$ cat src/logic/sdcc_pkg.sv
package sdcc_pkg;
  // register map, byte addresses on the wishbone bus
  localparam logic [7:0] ADDR_GLOBAL_CTRL = 8'h00;
  localparam logic [7:0] ADDR_STATUS = 8'h04;
  localparam logic [7:0] ADDR_RESULT = 8'h08;
  // field positions in the global control register
  localparam int FIRST_PRESC_LSB = 9;
  localparam int LOW_POWER_BIT = 8;
  localparam int SECOND_PRESC_LSB = 6;
  localparam int CLK_SRC_LSB = 4;
  localparam int MID_BUF_BIT = 3;
  localparam int REF_ON_BIT = 2;
  localparam int OVF_IE_BIT = 1;
  // status register bits
  localparam int STAT_OVF_BIT = 0;
  localparam int STAT_PEND_BIT = 1;
  localparam logic [15:0] CTRL_WRITE_MASK = 16'h0ffe;
  localparam logic [15:0] CTRL_RESET = 16'h0000;
  // first prescaler ratios
  localparam logic [5:0] FIRST_DIV_1 = 6'h01;
  localparam logic [5:0] FIRST_DIV_3 = 6'h03;
  localparam logic [5:0] FIRST_DIV_16 = 6'h10;
  localparam logic [5:0] FIRST_DIV_48 = 6'h30;

  typedef struct packed {
    logic [2:0] firstPrescalerSel;
    logic lowPowerSpeedSel;
    logic [1:0] secondPrescalerSel;
    logic [1:0] clockSourceSel;
    logic midVoltageBufferOn;
    logic referenceGeneratorOn;
    logic overflowIrqEnable;
  } sdcc_ctrl_t;

  typedef struct packed {
    logic [31:0] rdat;
    logic ack;
  } sdcc_wbout_t;

  typedef struct packed {
    sdcc_ctrl_t ctrl;
    sdcc_wbout_t wb;
    logic [15:0] result;
    logic resultUnread;
    logic overflowFlag;
    logic irq;
    logic [3:0] srcSync1;
    logic [3:0] srcSync2;
    logic srcPrev;
    logic [5:0] cnt1;
    logic tick1;
    logic [2:0] cnt2;
    logic convClkEn;
  } sdcc_state_t;
endpackage

$ cat src/logic/sdcc_clock_control.sv
`timescale 1ns/1ps
// What this block does
// - bits 11..9 pick the first prescaler ratio 1, 3, 16 or 48, codes 1xx reserved.
// - bits 7..6 pick the second prescaler ratio 1, 2, 4 or 8.
// - bits 5..4 pick the converter clock source among main, sub-main, auxiliary and timer pin clocks.
// - with bit 8 clear the converter runs at normal full speed.
// - with bit 8 set the converter runs in reduced-speed reduced-power mode.
// - bit 3 turns the mid-voltage buffer on when set.
// - bit 2 turns the internal reference generator on when set.
// - an overflow interrupt is raised only with bit 1 and the global interrupt enable both set.
// - with bit 1 clear no overflow interrupt is requested.
// - bits 15..12 and bit 0 read zero and ignore writes, and writable fields reset to zero.
// - overflow is a new result arriving before the previous one was read.
module sdcc_clock_control
  import sdcc_pkg::*;
(
  // clock and reset
  input wire logic clk,
  input wire logic nrst,
  // wishbone slave
  input wire logic cyc_i,
  input wire logic stb_i,
  input wire logic we_i,
  input wire logic [7:0] adr_i,
  input wire logic [3:0] sel_i,
  input wire logic [31:0] dat_i,
  output logic [31:0] dat_o,
  output logic ack_o,
  // clock sources, asynchronous to clk
  input wire logic mainClock,
  input wire logic subMainClock,
  input wire logic auxClock,
  input wire logic timerExternalClockPin,
  // converter side
  input wire logic globalIrqEnable,
  input wire logic resultValid,
  input wire logic [15:0] resultData,
  output logic convClockEnable,
  output logic lowPowerSpeedSel,
  output logic midVoltageBufferOn,
  output logic referenceGeneratorOn,
  output logic overflowIrq
);
  sdcc_state_t s_q;
  sdcc_state_t s_d;
  logic [3:0] srcRaw;
  logic srcSel;
  logic srcRise;
  logic [5:0] div1;
  logic [2:0] div2Max;
  logic access;
  logic [31:0] rdMux;

  assign srcRaw = {timerExternalClockPin, auxClock, subMainClock, mainClock};
  assign access = cyc_i && stb_i && !s_q.wb.ack;

  // source levels cross into clk through two flops each, all four kept live; switching from a low source to a high one counts as a source edge
  always_comb begin
    srcSel = 1'b0;
    case (s_q.ctrl.clockSourceSel)
      2'h0: srcSel = s_q.srcSync2[0];
      2'h1: srcSel = s_q.srcSync2[1];
      2'h2: srcSel = s_q.srcSync2[2];
      2'h3: srcSel = s_q.srcSync2[3];
      default: srcSel = 1'b0;
    endcase
    div1 = FIRST_DIV_1;
    case (s_q.ctrl.firstPrescalerSel)
      3'h0: div1 = FIRST_DIV_1;
      3'h1: div1 = FIRST_DIV_3;
      3'h2: div1 = FIRST_DIV_16;
      3'h3: div1 = FIRST_DIV_48;
      // reserved codes fall back to divide by one
      default: div1 = FIRST_DIV_1;
    endcase
    div2Max = 3'((4'h1 << s_q.ctrl.secondPrescalerSel) - 4'h1);
  end
  assign srcRise = srcSel && !s_q.srcPrev;

  always_comb begin
    rdMux = 32'h0000_0000;
    case (adr_i)
      ADDR_GLOBAL_CTRL: rdMux = {16'h0000, 4'h0, s_q.ctrl, 1'b0};
      ADDR_STATUS: rdMux = {30'h0, s_q.resultUnread, s_q.overflowFlag};
      ADDR_RESULT: rdMux = {16'h0000, s_q.result};
      default: rdMux = 32'h0000_0000;
    endcase
  end

  always_comb begin
    s_d = s_q;
    // only the second stage is read, the first may be metastable
    s_d.srcSync1 = srcRaw;
    s_d.srcSync2 = s_q.srcSync1;
    s_d.srcPrev = srcSel;
    // prescalers in series: stage two counts stage one ticks
    s_d.tick1 = 1'b0;
    s_d.convClkEn = 1'b0;
    if (srcRise) begin
      if (s_q.cnt1 >= div1 - 6'h01) begin
        s_d.cnt1 = 6'h00;
        s_d.tick1 = 1'b1;
      end else begin
        s_d.cnt1 = s_q.cnt1 + 6'h01;
      end
    end
    if (s_q.tick1) begin
      if (s_q.cnt2 >= div2Max) begin
        s_d.cnt2 = 3'h0;
        s_d.convClkEn = 1'b1;
      end else begin
        s_d.cnt2 = s_q.cnt2 + 3'h1;
      end
    end
    // wishbone: one wait state, ack for one cycle
    s_d.wb.ack = access;
    s_d.wb.rdat = access ? rdMux : s_q.wb.rdat;
    if (access && we_i && adr_i == ADDR_GLOBAL_CTRL) begin
      if (sel_i[0]) begin
        s_d.ctrl.secondPrescalerSel = dat_i[SECOND_PRESC_LSB +: 2];
        s_d.ctrl.clockSourceSel = dat_i[CLK_SRC_LSB +: 2];
        s_d.ctrl.midVoltageBufferOn = dat_i[MID_BUF_BIT];
        s_d.ctrl.referenceGeneratorOn = dat_i[REF_ON_BIT];
        s_d.ctrl.overflowIrqEnable = dat_i[OVF_IE_BIT];
      end
      if (sel_i[1]) begin
        s_d.ctrl.firstPrescalerSel = dat_i[FIRST_PRESC_LSB +: 3];
        s_d.ctrl.lowPowerSpeedSel = dat_i[LOW_POWER_BIT];
      end
    end
    // reading the result marks it consumed; a same-cycle new result still counts as unread
    if (access && !we_i && adr_i == ADDR_RESULT) begin
      s_d.resultUnread = 1'b0;
    end
    // software clears the overflow flag by writing one; a new overflow wins
    if (access && we_i && adr_i == ADDR_STATUS && sel_i[0] && dat_i[STAT_OVF_BIT]) begin
      s_d.overflowFlag = 1'b0;
    end
    if (resultValid) begin
      s_d.result = resultData;
      s_d.resultUnread = 1'b1;
      if (s_q.resultUnread) begin
        s_d.overflowFlag = 1'b1;
      end
    end
    s_d.irq = s_q.overflowFlag && s_q.ctrl.overflowIrqEnable && globalIrqEnable;
  end

  always_ff @(posedge clk or negedge nrst) begin
    if (!nrst) begin
      s_q <= '0;
    end else begin
      s_q <= s_d;
    end
  end

  assign dat_o = s_q.wb.rdat;
  assign ack_o = s_q.wb.ack;
  assign convClockEnable = s_q.convClkEn;
  assign lowPowerSpeedSel = s_q.ctrl.lowPowerSpeedSel;
  assign midVoltageBufferOn = s_q.ctrl.midVoltageBufferOn;
  assign referenceGeneratorOn = s_q.ctrl.referenceGeneratorOn;
  assign overflowIrq = s_q.irq;

  property p_irq_gate;
    @(posedge clk) disable iff (!nrst)
    overflowIrq |-> $past(s_q.ctrl.overflowIrqEnable) && $past(globalIrqEnable);
  endproperty
  a_irq_gate: assert property (p_irq_gate) else $error("irq without both enables");

  property p_irq_off;
    @(posedge clk) disable iff (!nrst)
    !s_q.ctrl.overflowIrqEnable [*2] |-> !overflowIrq;
  endproperty
  a_irq_off: assert property (p_irq_off) else $error("irq while enable clear");

  property p_irq_on;
    @(posedge clk) disable iff (!nrst)
    s_q.overflowFlag && s_q.ctrl.overflowIrqEnable && globalIrqEnable |=> overflowIrq;
  endproperty
  a_irq_on: assert property (p_irq_on) else $error("irq missing");

  property p_ovf_set;
    @(posedge clk) disable iff (!nrst)
    resultValid && s_q.resultUnread |=> s_q.overflowFlag;
  endproperty
  a_ovf_set: assert property (p_ovf_set) else $error("overflow not flagged");

  property p_ovf_cause;
    @(posedge clk) disable iff (!nrst)
    $rose(s_q.overflowFlag) |-> $past(resultValid) && $past(s_q.resultUnread);
  endproperty
  a_ovf_cause: assert property (p_ovf_cause) else $error("spurious overflow");

  property p_reserved;
    @(posedge clk) disable iff (!nrst)
    ack_o && $past(adr_i) == ADDR_GLOBAL_CTRL |-> dat_o[31:12] == 20'h0 && !dat_o[0];
  endproperty
  a_reserved: assert property (p_reserved) else $error("reserved bits nonzero");

  property p_ctrl_write;
    @(posedge clk) disable iff (!nrst)
    access && we_i && adr_i == ADDR_GLOBAL_CTRL && sel_i[1] |=> lowPowerSpeedSel == $past(dat_i[LOW_POWER_BIT]);
  endproperty
  a_ctrl_write: assert property (p_ctrl_write) else $error("low power bit not written");

  property p_ref_write;
    @(posedge clk) disable iff (!nrst)
    access && we_i && adr_i == ADDR_GLOBAL_CTRL && sel_i[0]
      |=> referenceGeneratorOn == $past(dat_i[REF_ON_BIT]) && midVoltageBufferOn == $past(dat_i[MID_BUF_BIT]);
  endproperty
  a_ref_write: assert property (p_ref_write) else $error("analog enables not written");

  property p_div_single;
    @(posedge clk) disable iff (!nrst)
    convClockEnable |=> !convClockEnable;
  endproperty
  a_div_single: assert property (p_div_single) else $error("enable wider than one cycle");

  property p_ack_pulse;
    @(posedge clk) disable iff (!nrst)
    cyc_i && stb_i && !ack_o |=> ack_o ##1 !ack_o;
  endproperty
  a_ack_pulse: assert property (p_ack_pulse) else $error("ack timing");

  // field writes land one cycle after the taken request
  property p_first_write;
    @(posedge clk) disable iff (!nrst)
    access && we_i && adr_i == ADDR_GLOBAL_CTRL && sel_i[1]
      |=> s_q.ctrl.firstPrescalerSel == $past(dat_i[FIRST_PRESC_LSB +: 3]);
  endproperty
  a_first_write: assert property (p_first_write) else $error("first prescaler not written");

  property p_second_write;
    @(posedge clk) disable iff (!nrst)
    access && we_i && adr_i == ADDR_GLOBAL_CTRL && sel_i[0]
      |=> s_q.ctrl.secondPrescalerSel == $past(dat_i[SECOND_PRESC_LSB +: 2]);
  endproperty
  a_second_write: assert property (p_second_write) else $error("second prescaler not written");

  property p_src_write;
    @(posedge clk) disable iff (!nrst)
    access && we_i && adr_i == ADDR_GLOBAL_CTRL && sel_i[0]
      |=> s_q.ctrl.clockSourceSel == $past(dat_i[CLK_SRC_LSB +: 2]);
  endproperty
  a_src_write: assert property (p_src_write) else $error("clock source not written");

  property p_ovfie_write;
    @(posedge clk) disable iff (!nrst)
    access && we_i && adr_i == ADDR_GLOBAL_CTRL && sel_i[0]
      |=> s_q.ctrl.overflowIrqEnable == $past(dat_i[OVF_IE_BIT]);
  endproperty
  a_ovfie_write: assert property (p_ovfie_write) else $error("overflow enable not written");

  property p_ctrl_hold;
    @(posedge clk) disable iff (!nrst)
    !(access && we_i && adr_i == ADDR_GLOBAL_CTRL) |=> s_q.ctrl == $past(s_q.ctrl);
  endproperty
  a_ctrl_hold: assert property (p_ctrl_hold) else $error("control changed without write");

  // unmapped addresses answer with zero data
  property p_unmapped_read;
    @(posedge clk) disable iff (!nrst)
    ack_o && $past(adr_i) != ADDR_GLOBAL_CTRL && $past(adr_i) != ADDR_STATUS && $past(adr_i) != ADDR_RESULT
      |-> dat_o == 32'h0000_0000;
  endproperty
  a_unmapped_read: assert property (p_unmapped_read) else $error("unmapped read nonzero");

  property p_status_read;
    @(posedge clk) disable iff (!nrst)
    ack_o && $past(adr_i) == ADDR_STATUS |-> dat_o[31:2] == 30'h0;
  endproperty
  a_status_read: assert property (p_status_read) else $error("status upper bits nonzero");

  // prescaler chain only advances on synchronised source edges
  property p_tick_rise;
    @(posedge clk) disable iff (!nrst)
    s_q.tick1 |-> $past(srcRise);
  endproperty
  a_tick_rise: assert property (p_tick_rise) else $error("stage one tick without source edge");

  property p_cce_tick;
    @(posedge clk) disable iff (!nrst)
    convClockEnable |-> $past(s_q.tick1);
  endproperty
  a_cce_tick: assert property (p_cce_tick) else $error("enable without stage one tick");

  property p_div1_bound;
    @(posedge clk) disable iff (!nrst)
    s_q.cnt1 <= 6'h2f;
  endproperty
  a_div1_bound: assert property (p_div1_bound) else $error("first counter out of range");

  // reserved first prescaler codes behave as divide by one
  property p_div1_one;
    @(posedge clk) disable iff (!nrst)
    srcRise && (s_q.ctrl.firstPrescalerSel == 3'h0 || s_q.ctrl.firstPrescalerSel[2]) |=> s_q.tick1;
  endproperty
  a_div1_one: assert property (p_div1_one) else $error("divide by one missed a tick");

  property p_cnt1_hold;
    @(posedge clk) disable iff (!nrst)
    !srcRise |=> s_q.cnt1 == $past(s_q.cnt1);
  endproperty
  a_cnt1_hold: assert property (p_cnt1_hold) else $error("first counter moved without edge");

  property p_div2_one;
    @(posedge clk) disable iff (!nrst)
    s_q.tick1 && s_q.ctrl.secondPrescalerSel == 2'h0 |=> convClockEnable;
  endproperty
  a_div2_one: assert property (p_div2_one) else $error("second divide by one missed");

  property p_cnt2_hold;
    @(posedge clk) disable iff (!nrst)
    !s_q.tick1 |=> s_q.cnt2 == $past(s_q.cnt2);
  endproperty
  a_cnt2_hold: assert property (p_cnt2_hold) else $error("second counter moved without tick");

  property p_irq_flag;
    @(posedge clk) disable iff (!nrst)
    overflowIrq |-> $past(s_q.overflowFlag);
  endproperty
  a_irq_flag: assert property (p_irq_flag) else $error("irq without overflow");

  // a fresh overflow in the clearing cycle keeps the flag
  property p_ovf_clear;
    @(posedge clk) disable iff (!nrst)
    access && we_i && adr_i == ADDR_STATUS && sel_i[0] && dat_i[STAT_OVF_BIT] && !(resultValid && s_q.resultUnread)
      |=> !s_q.overflowFlag;
  endproperty
  a_ovf_clear: assert property (p_ovf_clear) else $error("overflow not cleared");

  property p_ovf_hold;
    @(posedge clk) disable iff (!nrst)
    s_q.overflowFlag && !(access && we_i && adr_i == ADDR_STATUS) |=> s_q.overflowFlag;
  endproperty
  a_ovf_hold: assert property (p_ovf_hold) else $error("overflow lost");

  property p_unread_set;
    @(posedge clk) disable iff (!nrst)
    resultValid |=> s_q.resultUnread && s_q.result == $past(resultData);
  endproperty
  a_unread_set: assert property (p_unread_set) else $error("result not captured");

  property p_result_read;
    @(posedge clk) disable iff (!nrst)
    access && !we_i && adr_i == ADDR_RESULT && !resultValid |=> !s_q.resultUnread;
  endproperty
  a_result_read: assert property (p_result_read) else $error("read did not consume result");
endmodule

$ cat config.mk
export PLATFORM = sky130hd
export DESIGN_NAME = sdcc_clock_control
export DESIGN_NICKNAME = d
export VERILOG_FILES = /design/src/logic/sdcc_pkg.sv /design/src/logic/sdcc_clock_control.sv
export SDC_FILE = /design/constraint.sdc
export NUM_CORES = 1
export LEC_CHECK = 0
export BUFFER_PORTS_ARGS = -buffer_cell sky130_fd_sc_hd__buf_2
export CORE_UTILIZATION = 50
export CTS_CLUSTER_SIZE = 30
export DETAILED_ROUTE_END_ITERATION = 12
export GPL_TIMING_DRIVEN = 1
export PLACE_DENSITY = 0.8
export SYNTH_ARGS = -nofsm -noshare
export SYNTH_HDL_FRONTEND = slang
export SYNTH_SLANG_ARGS = --single-unit
$ cat constraint.sdc
create_clock -name clk -period 2.13 [get_ports clk]
set_input_delay 0.213 -clock clk [delete_from_list [all_inputs] [get_ports clk]]
set_output_delay 0.213 -clock clk [all_outputs]
set_load 0.01 [all_outputs]
Yosys cells after proc, flatten, opt, wreduce, memory -nomap -nowiden
Index checks and enable logic that the tools add are counted.

Bits in registers: 83. Logic and storage cells: 68.

Order comparisons: 2. Shift-type cells: 1. Equality and inequality tests: 8. Mux-type cells: 13. Reduce and logical (&&, ||, !) cells: 20. Add/sub/neg operators: 4.

Operators with widths (count): 16-bit one-hot mux with 3 select lines (1); 6-bit one-hot mux with 3 select lines (1); 1-bit logical AND (12); 8-bit by 3-bit == test with 1-bit output (second input constant) (1); 8-bit by 4-bit == test with 1-bit output (second input constant) (1); 8-bit logical NOT (1); 1-bit two-way mux (7); 6-bit by 1-bit adder with 6-bit output (second input constant) (1); 3-bit by 2-bit == test with 1-bit output (second input constant) (2); 6-bit >= comparator (1); 6-bit two-way mux (1); 6-bit by 1-bit subtractor with 6-bit output (second input constant) (1); 2-bit == test (second input constant) (2); 1-bit one-hot mux with 4 select lines (1); 2-bit AND reduction (2); 3-bit by 1-bit adder with 3-bit output (second input constant) (1); 3-bit by 1-bit == test with 1-bit output (second input constant) (1); 3-bit >= comparator (1); 1-bit logical NOT (3); 3-bit two-way mux (1); 1-bit by 2-bit << shifter with 3-bit output (first input constant) (1); 3-bit by 1-bit subtractor with 3-bit output (second input constant) (1); 2-bit by 1-bit == test with 1-bit output (second input constant) (1); 2-bit logical NOT (1); other kinds (2) (2).

Depth between registers and ports, before layout
Gate-level depths: netlist of the first run.

Word-level depth: 9. Mapped depth: 9.

Worst setup path after synthesis of the first run
OpenSTA, ideal clock, no wires.

Path type: reg-to-reg. Start point: register s_q[82] in the netlist's numbering. End point: register s_q[7] in the netlist's numbering. Arrival time: 1.608 ns. Stages on the path, launching flop included: 9. Setup slack: 0.404 ns. Period minus slack after synthesis: 1.726 ns. Buffers on the path: 0. Cells stage by stage: dfrtp_1 > nand2b_1 > inv_1 > nand2_1 > ha_1 > nand4_1 > o21ai_1 > o21bai_1 > a21o_1.

Cells in the longest elaborated chain, start to end: 5.

RTL lines: start: declaration (RTL line sdcc_clock_control.sv:44) `sdcc_state_t s_q;`; start signal: assignment (RTL line sdcc_clock_control.sv:151) `s_q <= '0;`; start signal: assignment (RTL line sdcc_clock_control.sv:153) `s_q <= s_d;`; 3-bit by 2-bit == test with 1-bit output / 3-bit by 1-bit == test with 1-bit output (equally long branches) (RTL line sdcc_clock_control.sv:68) `case (s_q.ctrl.firstPrescalerSel)`; 6-bit one-hot mux with 3 select lines (*) (RTL line sdcc_clock_control.sv:68); 6-bit by 1-bit subtractor with 6-bit output (*) (RTL line sdcc_clock_control.sv:100) `if (s_q.cnt1 >= div1 - 6'h01) begin`; 6-bit >= comparator (*) (RTL line sdcc_clock_control.sv:100); 6-bit two-way mux (*) (RTL line sdcc_clock_control.sv:100).

Every way passes the cells marked *; elsewhere a longest branch is shown, timed or not. A chain may end at the register's enable or synchronous reset.

Worst setup path after layout of the first run
Same ends and word-level chain as after synthesis.

==> parameters.txt, run 1 <==
Parameter                              Value

Outcome
  Status ... complete, no violations

Clocking
  Maximum buffer depth of the clock tree ... 2
  Clock-pin slew of the registers on the worst-case setup and hold paths ... 0.08 ns
  Setup Buffers After CTS ... 0
  Number of buffers inserted during clock tree synthesis ... 9
  CTS root buf ... clkbuf_8
  H-tree depth ... 3
  CTS tree ... done
  Insertion delay of the later-clocked pin in the worst-skew pair ... roughly 0.35 ns
  Clock Sink Count ... 67

Worst setup path
  Arr. time, crit path ... approximately 2.2 ns
  Worst setup startpoint ... s_q[82]
  Element type at the critical path start ... flip-flop
  Kind of capture point of the worst setup path ... flip-flop
  RR Startpoint ... s_q[82]
  Crit-path slowest cell ... dfrtp_1
  Worst Reg2Reg Path Length in Cells ... 9
  Destination of the worst register-to-register timing path ... s_q[7]
  Largest incremental delay on the critical path ... 0.41 ns
  Destination of the critical timing path ... s_q[7]
  Reg-to-reg setup timing slack ... about 0.19 ns
  List of cells traversed by the critical path ... nand2b_1 -> inv_1 -> nand2_1 -> ha_1 -> o21a_1 -> a21oi_1 -> o21ai_2 -> nor4_1 -> a21o_1
  Crit Path Class ... reg2reg
  Required arrival time at the worst endpoint ... 2.41 ns
  Maximum fanout count along the critical path ... 8

Synthesis
  Warning count from the yosys run ... 0
  Sequential area share after synthesis ... 0.5360
  Synthesized instance count ... 270
  Adder-cell share of the synthesized area ... 0.04400
  Multiplexer fraction of the synthesized cell area ... 0.1460
  Yosys cell types ... 34
  #FFs+latches synth ... 67
  Post-synthesis simple-gate area fraction ... 0.09280
  Compound-gate portion of the synthesized area ... 0.07880
  Largest family of logic cells by synthesized area ... multiplexers
  Syn Std Cell Area ... 3128 sq um
  Post-synthesis xor/xnor area fraction ... 0
  Average footprint of a synthesized cell ... 11.59 sq um

Finish
  Most frequent standard cell in the layout excluding fill and tap cells ... buf_2
  Growth of design area from synthesis to finish ... 17.36%
  Final std cells w/o fill ... 414
  Share of final-layout standard cells stronger than drive strength 1 ... 0.3599
  Highest-count cells in the layout ignoring fill and taps ... 70 x buf_2, 67 x dfrtp_1, 27 x mux2_2, 24 x nand2_1, 17 x conb_1
  Filler cell count ... 503
  Count of antenna diodes in the layout ... 0
  Nets ... 417

Detailed routing
  Vias per cell ... between 5 and 6
  Number of design rule violations left after detail routing ... 0
  WL final ... 5907 um
  Drt pass-1 iters ... 4
  Number of vias in the routed layout ... 2109
  Drt initial violations ... 113
  Number of nets with antenna violations after detailed routing ... 0
  Average detailed-routed wire length per instance ... 14.27 um

Floorplan
  Floorplan row count ... 28
  Placeable core region ... 5991 sq um
  Number of ports placed on the die boundary ... 109
  Die outline area ... 6576 sq um
  Initial core utilization ... 0.5221
  Die outline height ... just over 80 um
  Die outline width ... 81.10 um

Timing
  Endpoints failing setup ... 0
  Least-Margin Pin Slew ... 0.5832 ns
  Final sum of negative setup slack ... 0 ns
  Unrepaired setup endpoints after global routing ... no
  Final critical path time including I/O delays and setup ... 1.942 ns
  Slew headroom ... 0.6112
  Final Hold Vio Count ... 0
  Max Freq ... 515.0 MHz
  Worst hold-check slack ... between 0.09 and 0.1 ns
  Final Max Slew Viols ... 0
  Clock skew ... ~0.014 ns
  Final worst slack ... 0.1883 ns
  Part of the cycle the worst path needs ... 0.9116

Place
  Placed Cells incl. Taps ... 394
  GP Congestion ... roughly 0.81
  Pre-CTS setup slack ... around 0.12 ns
  DPL Wire Length ... 4148 um
  Number of buffers added on ports ... 70

Hold path
  HP Class ... in2reg

Global route
  Total congestion overflow after global routing ... 0
  All-Layer GR Usage ... 0.1986
  Largest net degree at the start of global routing ... 43
  Vias in the first global route ... 2044
  Initial antenna violation count ... 0
  Global-route wire length before repair ... ~9400 um

Power and ir drop
  Total power consumption of the routed design ... slightly above 0.003 W
  Largest vdd supply drop ... 597.3 uV
  Switching power of the nets ... 0.0008271 W
  Sequential cell fraction of total power ... 0.477
  Clock share of power ... 0.369
  Combinational power share ... 0.155
  Reported leakage power ... around 1.9 nW
  Cell area power density ... 838.1 nW/um^2
  Switching Share ... 0.2688
  Internal power consumption ... roughly 0.0022 W

Flow run
  Max-capacitance violation count ... 0
layout make-up:
type | instances | area [sq um] | area share
repair buffers | 80 | 450.4 | 0.1227
clock buffers | 9 | 123.9 | 0.03374
inverters | 10 | 37.54 | 0.01022
clock inverters | 6 | 90.09 | 0.02454
well taps | 75 | 93.84 | 0.02556
multi-input cells | 167 | 1199 | 0.3265
flip-flops and latches | 67 | 1677 | 0.4567
flip-flops by register name, indices dropped and copies added, names as in the netlist:
| signal | cells |
|---|---|
| s_q | 41 |
| referenceGeneratorOn | 1 |
| s_d | 4 |
| ack_o | 1 |
| dat_o | 16 |
| midVoltageBufferOn | 1 |
| lowPowerSpeedSel | 1 |
| convClockEnable | 1 |
| overflowIrq | 1 |
worst min-delay path by stage:
| stage | end | depth (start not counted) | start | slack, ns |
|---|---|---|---|---|
| after global placement | s_q[81] | 1 | nrst | 0.24 |
| after global routing | s_q[27] | 2 | resultData[4] | 0.09 |
| after detailed placement | s_q[13] | 1 | nrst | 0.25 |
| final | s_q[72] | 2 | dat_i[1] | 0.09 |
| after floorplan | ack_o | 0 | nrst | -0.08 |
| after CTS | s_q[72] | 2 | dat_i[1] | 0.08 |
cell families (layout without fill, tap and decap cells):
family,Yosys count,after routing
flops,67,67
simple gates,58,58
buf+inv,51,105
mux,41,41
compound gates,40,40
fa+ha+maj,11,11
other cells,2,17
cell usage after synthesis (all sizes together):
library cell | count | share of area
o21bai | 2 | 0.0048
nand3 | 5 | 0.0080
a21oi | 7 | 0.011
clkbuf | 8 | 0.0096
mux4 | 1 | 0.0072
a21o | 4 | 0.0096
conb | 2 | 0.0024
and3 | 2 | 0.0040
or3 | 2 | 0.0040
nor3 | 3 | 0.0084
nand2 | 24 | 0.029
buf | 33 | 0.078
a211o | 1 | 0.0028
a22o | 5 | 0.014
nand3b | 1 | 0.0024
inv | 10 | 0.012
ha | 11 | 0.044
or2 | 1 | 0.0020
mux2i | 13 | 0.042
dfrtp | 67 | 0.54
nand2b | 4 | 0.0080
o21a | 1 | 0.0024
nand4 | 1 | 0.0020
a31oi | 1 | 0.0020
mux2 | 27 | 0.097
o31ai | 2 | 0.0048
nor2 | 9 | 0.013
nor2b | 2 | 0.0040
o21ai | 17 | 0.027
nor4 | 4 | 0.0080
power by group through the flow:
| stage | Sequential [W] | Combinational, W | Clock, W |
|---|---|---|---|
| after floorplan | 0.00147 | 0.000315 | 0 |
| after global placement | 0.00148 | 0.000409 | 0 |
| after detailed placement | 0.00149 | 0.000435 | 0 |
| after CTS | 0.00147 | 0.000459 | 0.00117 |
| after global routing | 0.00148 | 0.000536 | 0.00123 |
| final | 0.00147 | 0.000476 | 0.00113 |
routing by layer:
layer	share of wire	GRT usage
met2	0.52	0.3277
met5	0	0
met4	0.016	0.07143
met1	0.42	0.2414
met3	0.045	0.06742
critical path, delay by kind of cell (launching register included):
kind,cells,cell delay [ns]
compound gates,4,0.59
simple gates,3,0.46
flops,1,0.41
fa+ha+maj,1,0.31
buf+inv,1,0.10
through the flow:
step / util / instance area, sq um
after floorplan: - / 3184
after global placement: 0.5681 / 3403
after detailed placement: 0.5681 / 3403
after CTS: 0.6122 / 3667
after global routing: 0.6128 / 3671
final: 0.6128 / 3671
timing repair:
item	in CTS	in global routing
hold endpoints to repair	29	0
gates resized for setup	0	1
hold buffers	5	0
endpoints found under the setup margin	0	1
Note: power is estimated with default switching activity, not from simulation.
==> inputs of run 2 (changes only) <==
==> constraint.sdc (replaced) <==
create_clock -name clk -period 1.9 [get_ports clk]
set_input_delay 0.19 -clock clk [delete_from_list [all_inputs] [get_ports clk]]
set_output_delay 0.19 -clock clk [all_outputs]
set_load 0.01 [all_outputs]
==> parameters.txt, run 2 (same netlist as run 1, synthesis figures left out) <==
Parameter                              Value

Detailed routing
  WL final ... 5803 um (-1.8%)
  Number of vias in the routed layout ... 2161 (+2.5%)
  Drt initial violations ... 92 (-19%)
  Average detailed-routed wire length per instance ... 13.75 um (-3.6%)
  Vias per cell ... 5.121 (+0.52%)
  Drt pass-1 iters ... 4 (unchanged)
  Number of design rule violations left after detail routing ... 0 (unchanged)
  Number of nets with antenna violations after detailed routing ... 0 (unchanged)

Clocking
  Maximum buffer depth of the clock tree ... 2 (unchanged)
  CTS root buf ... clkbuf_8
  H-tree depth ... 3 (unchanged)
  Clock-pin slew of the registers on the worst-case setup and hold paths ... 0.08 ns (about the same)
  Insertion delay of the later-clocked pin in the worst-skew pair ... 0.34 ns (about the same)
  Number of buffers inserted during clock tree synthesis ... 9 (unchanged)
  CTS tree ... done
  Clock Sink Count ... 67 (unchanged)
  Setup Buffers After CTS ... 0 (unchanged)

Power and ir drop
  Largest vdd supply drop ... 539.3 uV (-9.7%)
  Cell area power density ... 890.7 nW/um^2 (+6.3%)
  Reported leakage power ... 1.913 nW (+1.5%)

Hold path
  HP Class ... in2reg
  WHS Endpoint ... s_q[38]
  Hold Path Depth ... 2 (unchanged)
  Beginning of the worst hold path ... resultData[15]

Global route
  Met1 layer usage reported by global route ... 0.2413 (about the same)
  Largest net degree at the start of global routing ... 68 (+58%)
  All-Layer GR Usage ... 0.1973 (-0.001316)
  Met2 Resource Use GR ... 0.3252 (-0.002521)
  Met3 track demand over resource ... 0.05843 (-0.008989)
  Vias in the first global route ... 2102 (+2.8%)
  Most used routing layer ... met2
  Total congestion overflow after global routing ... 0 (unchanged)
  Initial antenna violation count ... 0 (unchanged)
  Global-route wire length before repair ... 9494 um (+0.66%)

Finish
  Register ranked first by flip-flop count ... s_q
  Largest register FFs ... 41 (unchanged)
  Highest-count cells in the layout ignoring fill and taps ... 70 x buf_2, 67 x dfrtp_1, 27 x mux2_2, 24 x nand2_1, 17 x conb_1
  Post-route cell area ... 3731 sq um (+1.6%)
  Count of antenna diodes in the layout ... 0 (unchanged)
  Share of final-layout standard cells stronger than drive strength 1 ... 0.3862 (+0.02629)
  Most frequent standard cell in the layout excluding fill and tap cells ... buf_2
  Nets ... 424 (+1.7%)
  Final std cells w/o fill ... 422 (+1.9%)
  Growth of design area from synthesis to finish ... 19.28%
  Filler cell count ... 495 (-1.6%)

Worst setup path
  Arr. time, crit path ... 2.01 ns (-0.21 ns)
  Reg-to-reg setup timing slack ... 0.11 ns (-0.07 ns)
  Kind of capture point of the worst setup path ... flip-flop
  RR Startpoint ... ack_o
  Destination of the worst register-to-register timing path ... s_q[75]
  Kind of cell adding the most delay to the critical path ... simple AND/OR/NAND/NOR gates
  Worst Reg2Reg Path Length in Cells ... 4 (-5)
  Crit-path slowest cell ... or3_1
  Crit Path Class ... reg2reg
  Required arrival time at the worst endpoint ... 2.12 ns (-0.29 ns)
  Worst setup startpoint ... ack_o
  Largest incremental delay on the critical path ... 0.45 ns (+0.04 ns)
  Element type at the critical path start ... flip-flop
  Total buffers and inverters traversed by the critical path ... 0 (-1)
  List of cells traversed by the critical path ... nand3b_1 -> or3_1 -> nor2_4 -> mux2_2
  Maximum fanout count along the critical path ... 7 (-1)

Floorplan
  Die outline width ... 81.10 um (unchanged)
  Initial core utilization ... 0.5221 (unchanged)
  Die outline height ... 81.10 um (unchanged)
  Floorplan row count ... 28 (unchanged)
  Number of ports placed on the die boundary ... 109 (unchanged)
  Die outline area ... 6576 sq um (unchanged)
  Placeable core region ... 5991 sq um (unchanged)

Timing
  Endpoints failing setup ... 0 (unchanged)
  Max Freq ... 560.1 MHz (+8.8%)
  Final Hold Vio Count ... 0 (unchanged)
  Final critical path time including I/O delays and setup ... 1.785 ns (-0.1563 ns)
  Final sum of negative setup slack ... 0 ns (unchanged)
  Part of the cycle the worst path needs ... 0.9397 (+0.02807)
  Unrepaired setup endpoints after global routing ... no
  Clock skew ... 0.008342 ns (-0.006100 ns)
  Final Max Slew Viols ... 0 (unchanged)

Place
  Cell area after placement ... 3456 sq um (+1.5%)
  DPL Wire Length ... 4215 um (+1.6%)
  GP Congestion ... 0.8230 (+1.2%)
  Number of buffers added on ports ... 70 (unchanged)
  Placed Cells incl. Taps ... 401 (+1.8%)

Flow run
  Max-capacitance violation count ... 0 (unchanged)

Outcome
  Status ... complete, no violations
## run 2: changes by cell type in the layout (fill, tap and decap cells not counted), moves of 2 or more
cell and change:
buf_4 +7, a21oi_1 -2, a21oi_2 +2, clkinv_2 +2
## run 2: final cells by class
cell class | count | area, sq um | share of cell area
timing repair buffer | 87 | 503.0 | 0.1348
tap | 75 | 93.84 | 0.02515
multi-input combinational | 167 | 1227 | 0.3290
sequential | 67 | 1677 | 0.4494
clock buffer | 9 | 123.9 | 0.03320
clock inverter | 7 | 68.82 | 0.01844
inverter | 10 | 37.54 | 0.01006
## run 2: power breakdown
part | switching [W] | leakage (nW) | internal (W)
combinational | 0.000293 | 0.960 | 0.000260
clock | 0.000533 | 0.0950 | 0.000600
sequential | 0.0000984 | 0.858 | 0.00154
total | 0.000924 | 1.91 | 0.00240
## run 2: what timing repair did
item                       4_1_cts  5_1_grt
setup endpoints to repair        3        5
hold buffers                     5        0
hold endpoints to repair        71        0
pin swaps                        0        2
gates resized for setup          1        5
## run 2: metal layers
| layer | up-vias | routed length [um] | part of all wire |
|---|---|---|---|
| li1 | 1027 | - | - |
| met2 | 65 | 2939 | 0.51 |
| met1 | 1061 | 2495 | 0.43 |
| met3 | 8 | 266 | 0.046 |
| met4 | 0 | 102 | 0.018 |
| met5 | - | 0 | 0 |
## run 2: worst max-delay path by stage
stage	slack [ns]	endpoint	depth (start not counted)
finish	0.11	s_q[75]	4
detailed placement	-0.06	s_q[7]	8
global placement	-0.01	s_q[77]	6
floorplan	0.17	s_q[7]	8
global route	0.04	s_q[6]	6
CTS	0.04	s_q[7]	8
## run 2: metrics by stage
stage          setup WS (ns)  power (W)    util  hold WS, ns
2_1_floorplan         0.1741   0.001998       -      -0.1056
3_3_place_gp        -0.01433   0.002123  0.5769       0.2382
3_5_place_dp        -0.05514   0.002168  0.5769       0.2356
4_1_cts              0.04482   0.003314  0.6180      0.06648
5_1_grt              0.03687   0.003505  0.6228      0.06296
6_report              0.1146   0.003323  0.6228      0.07443
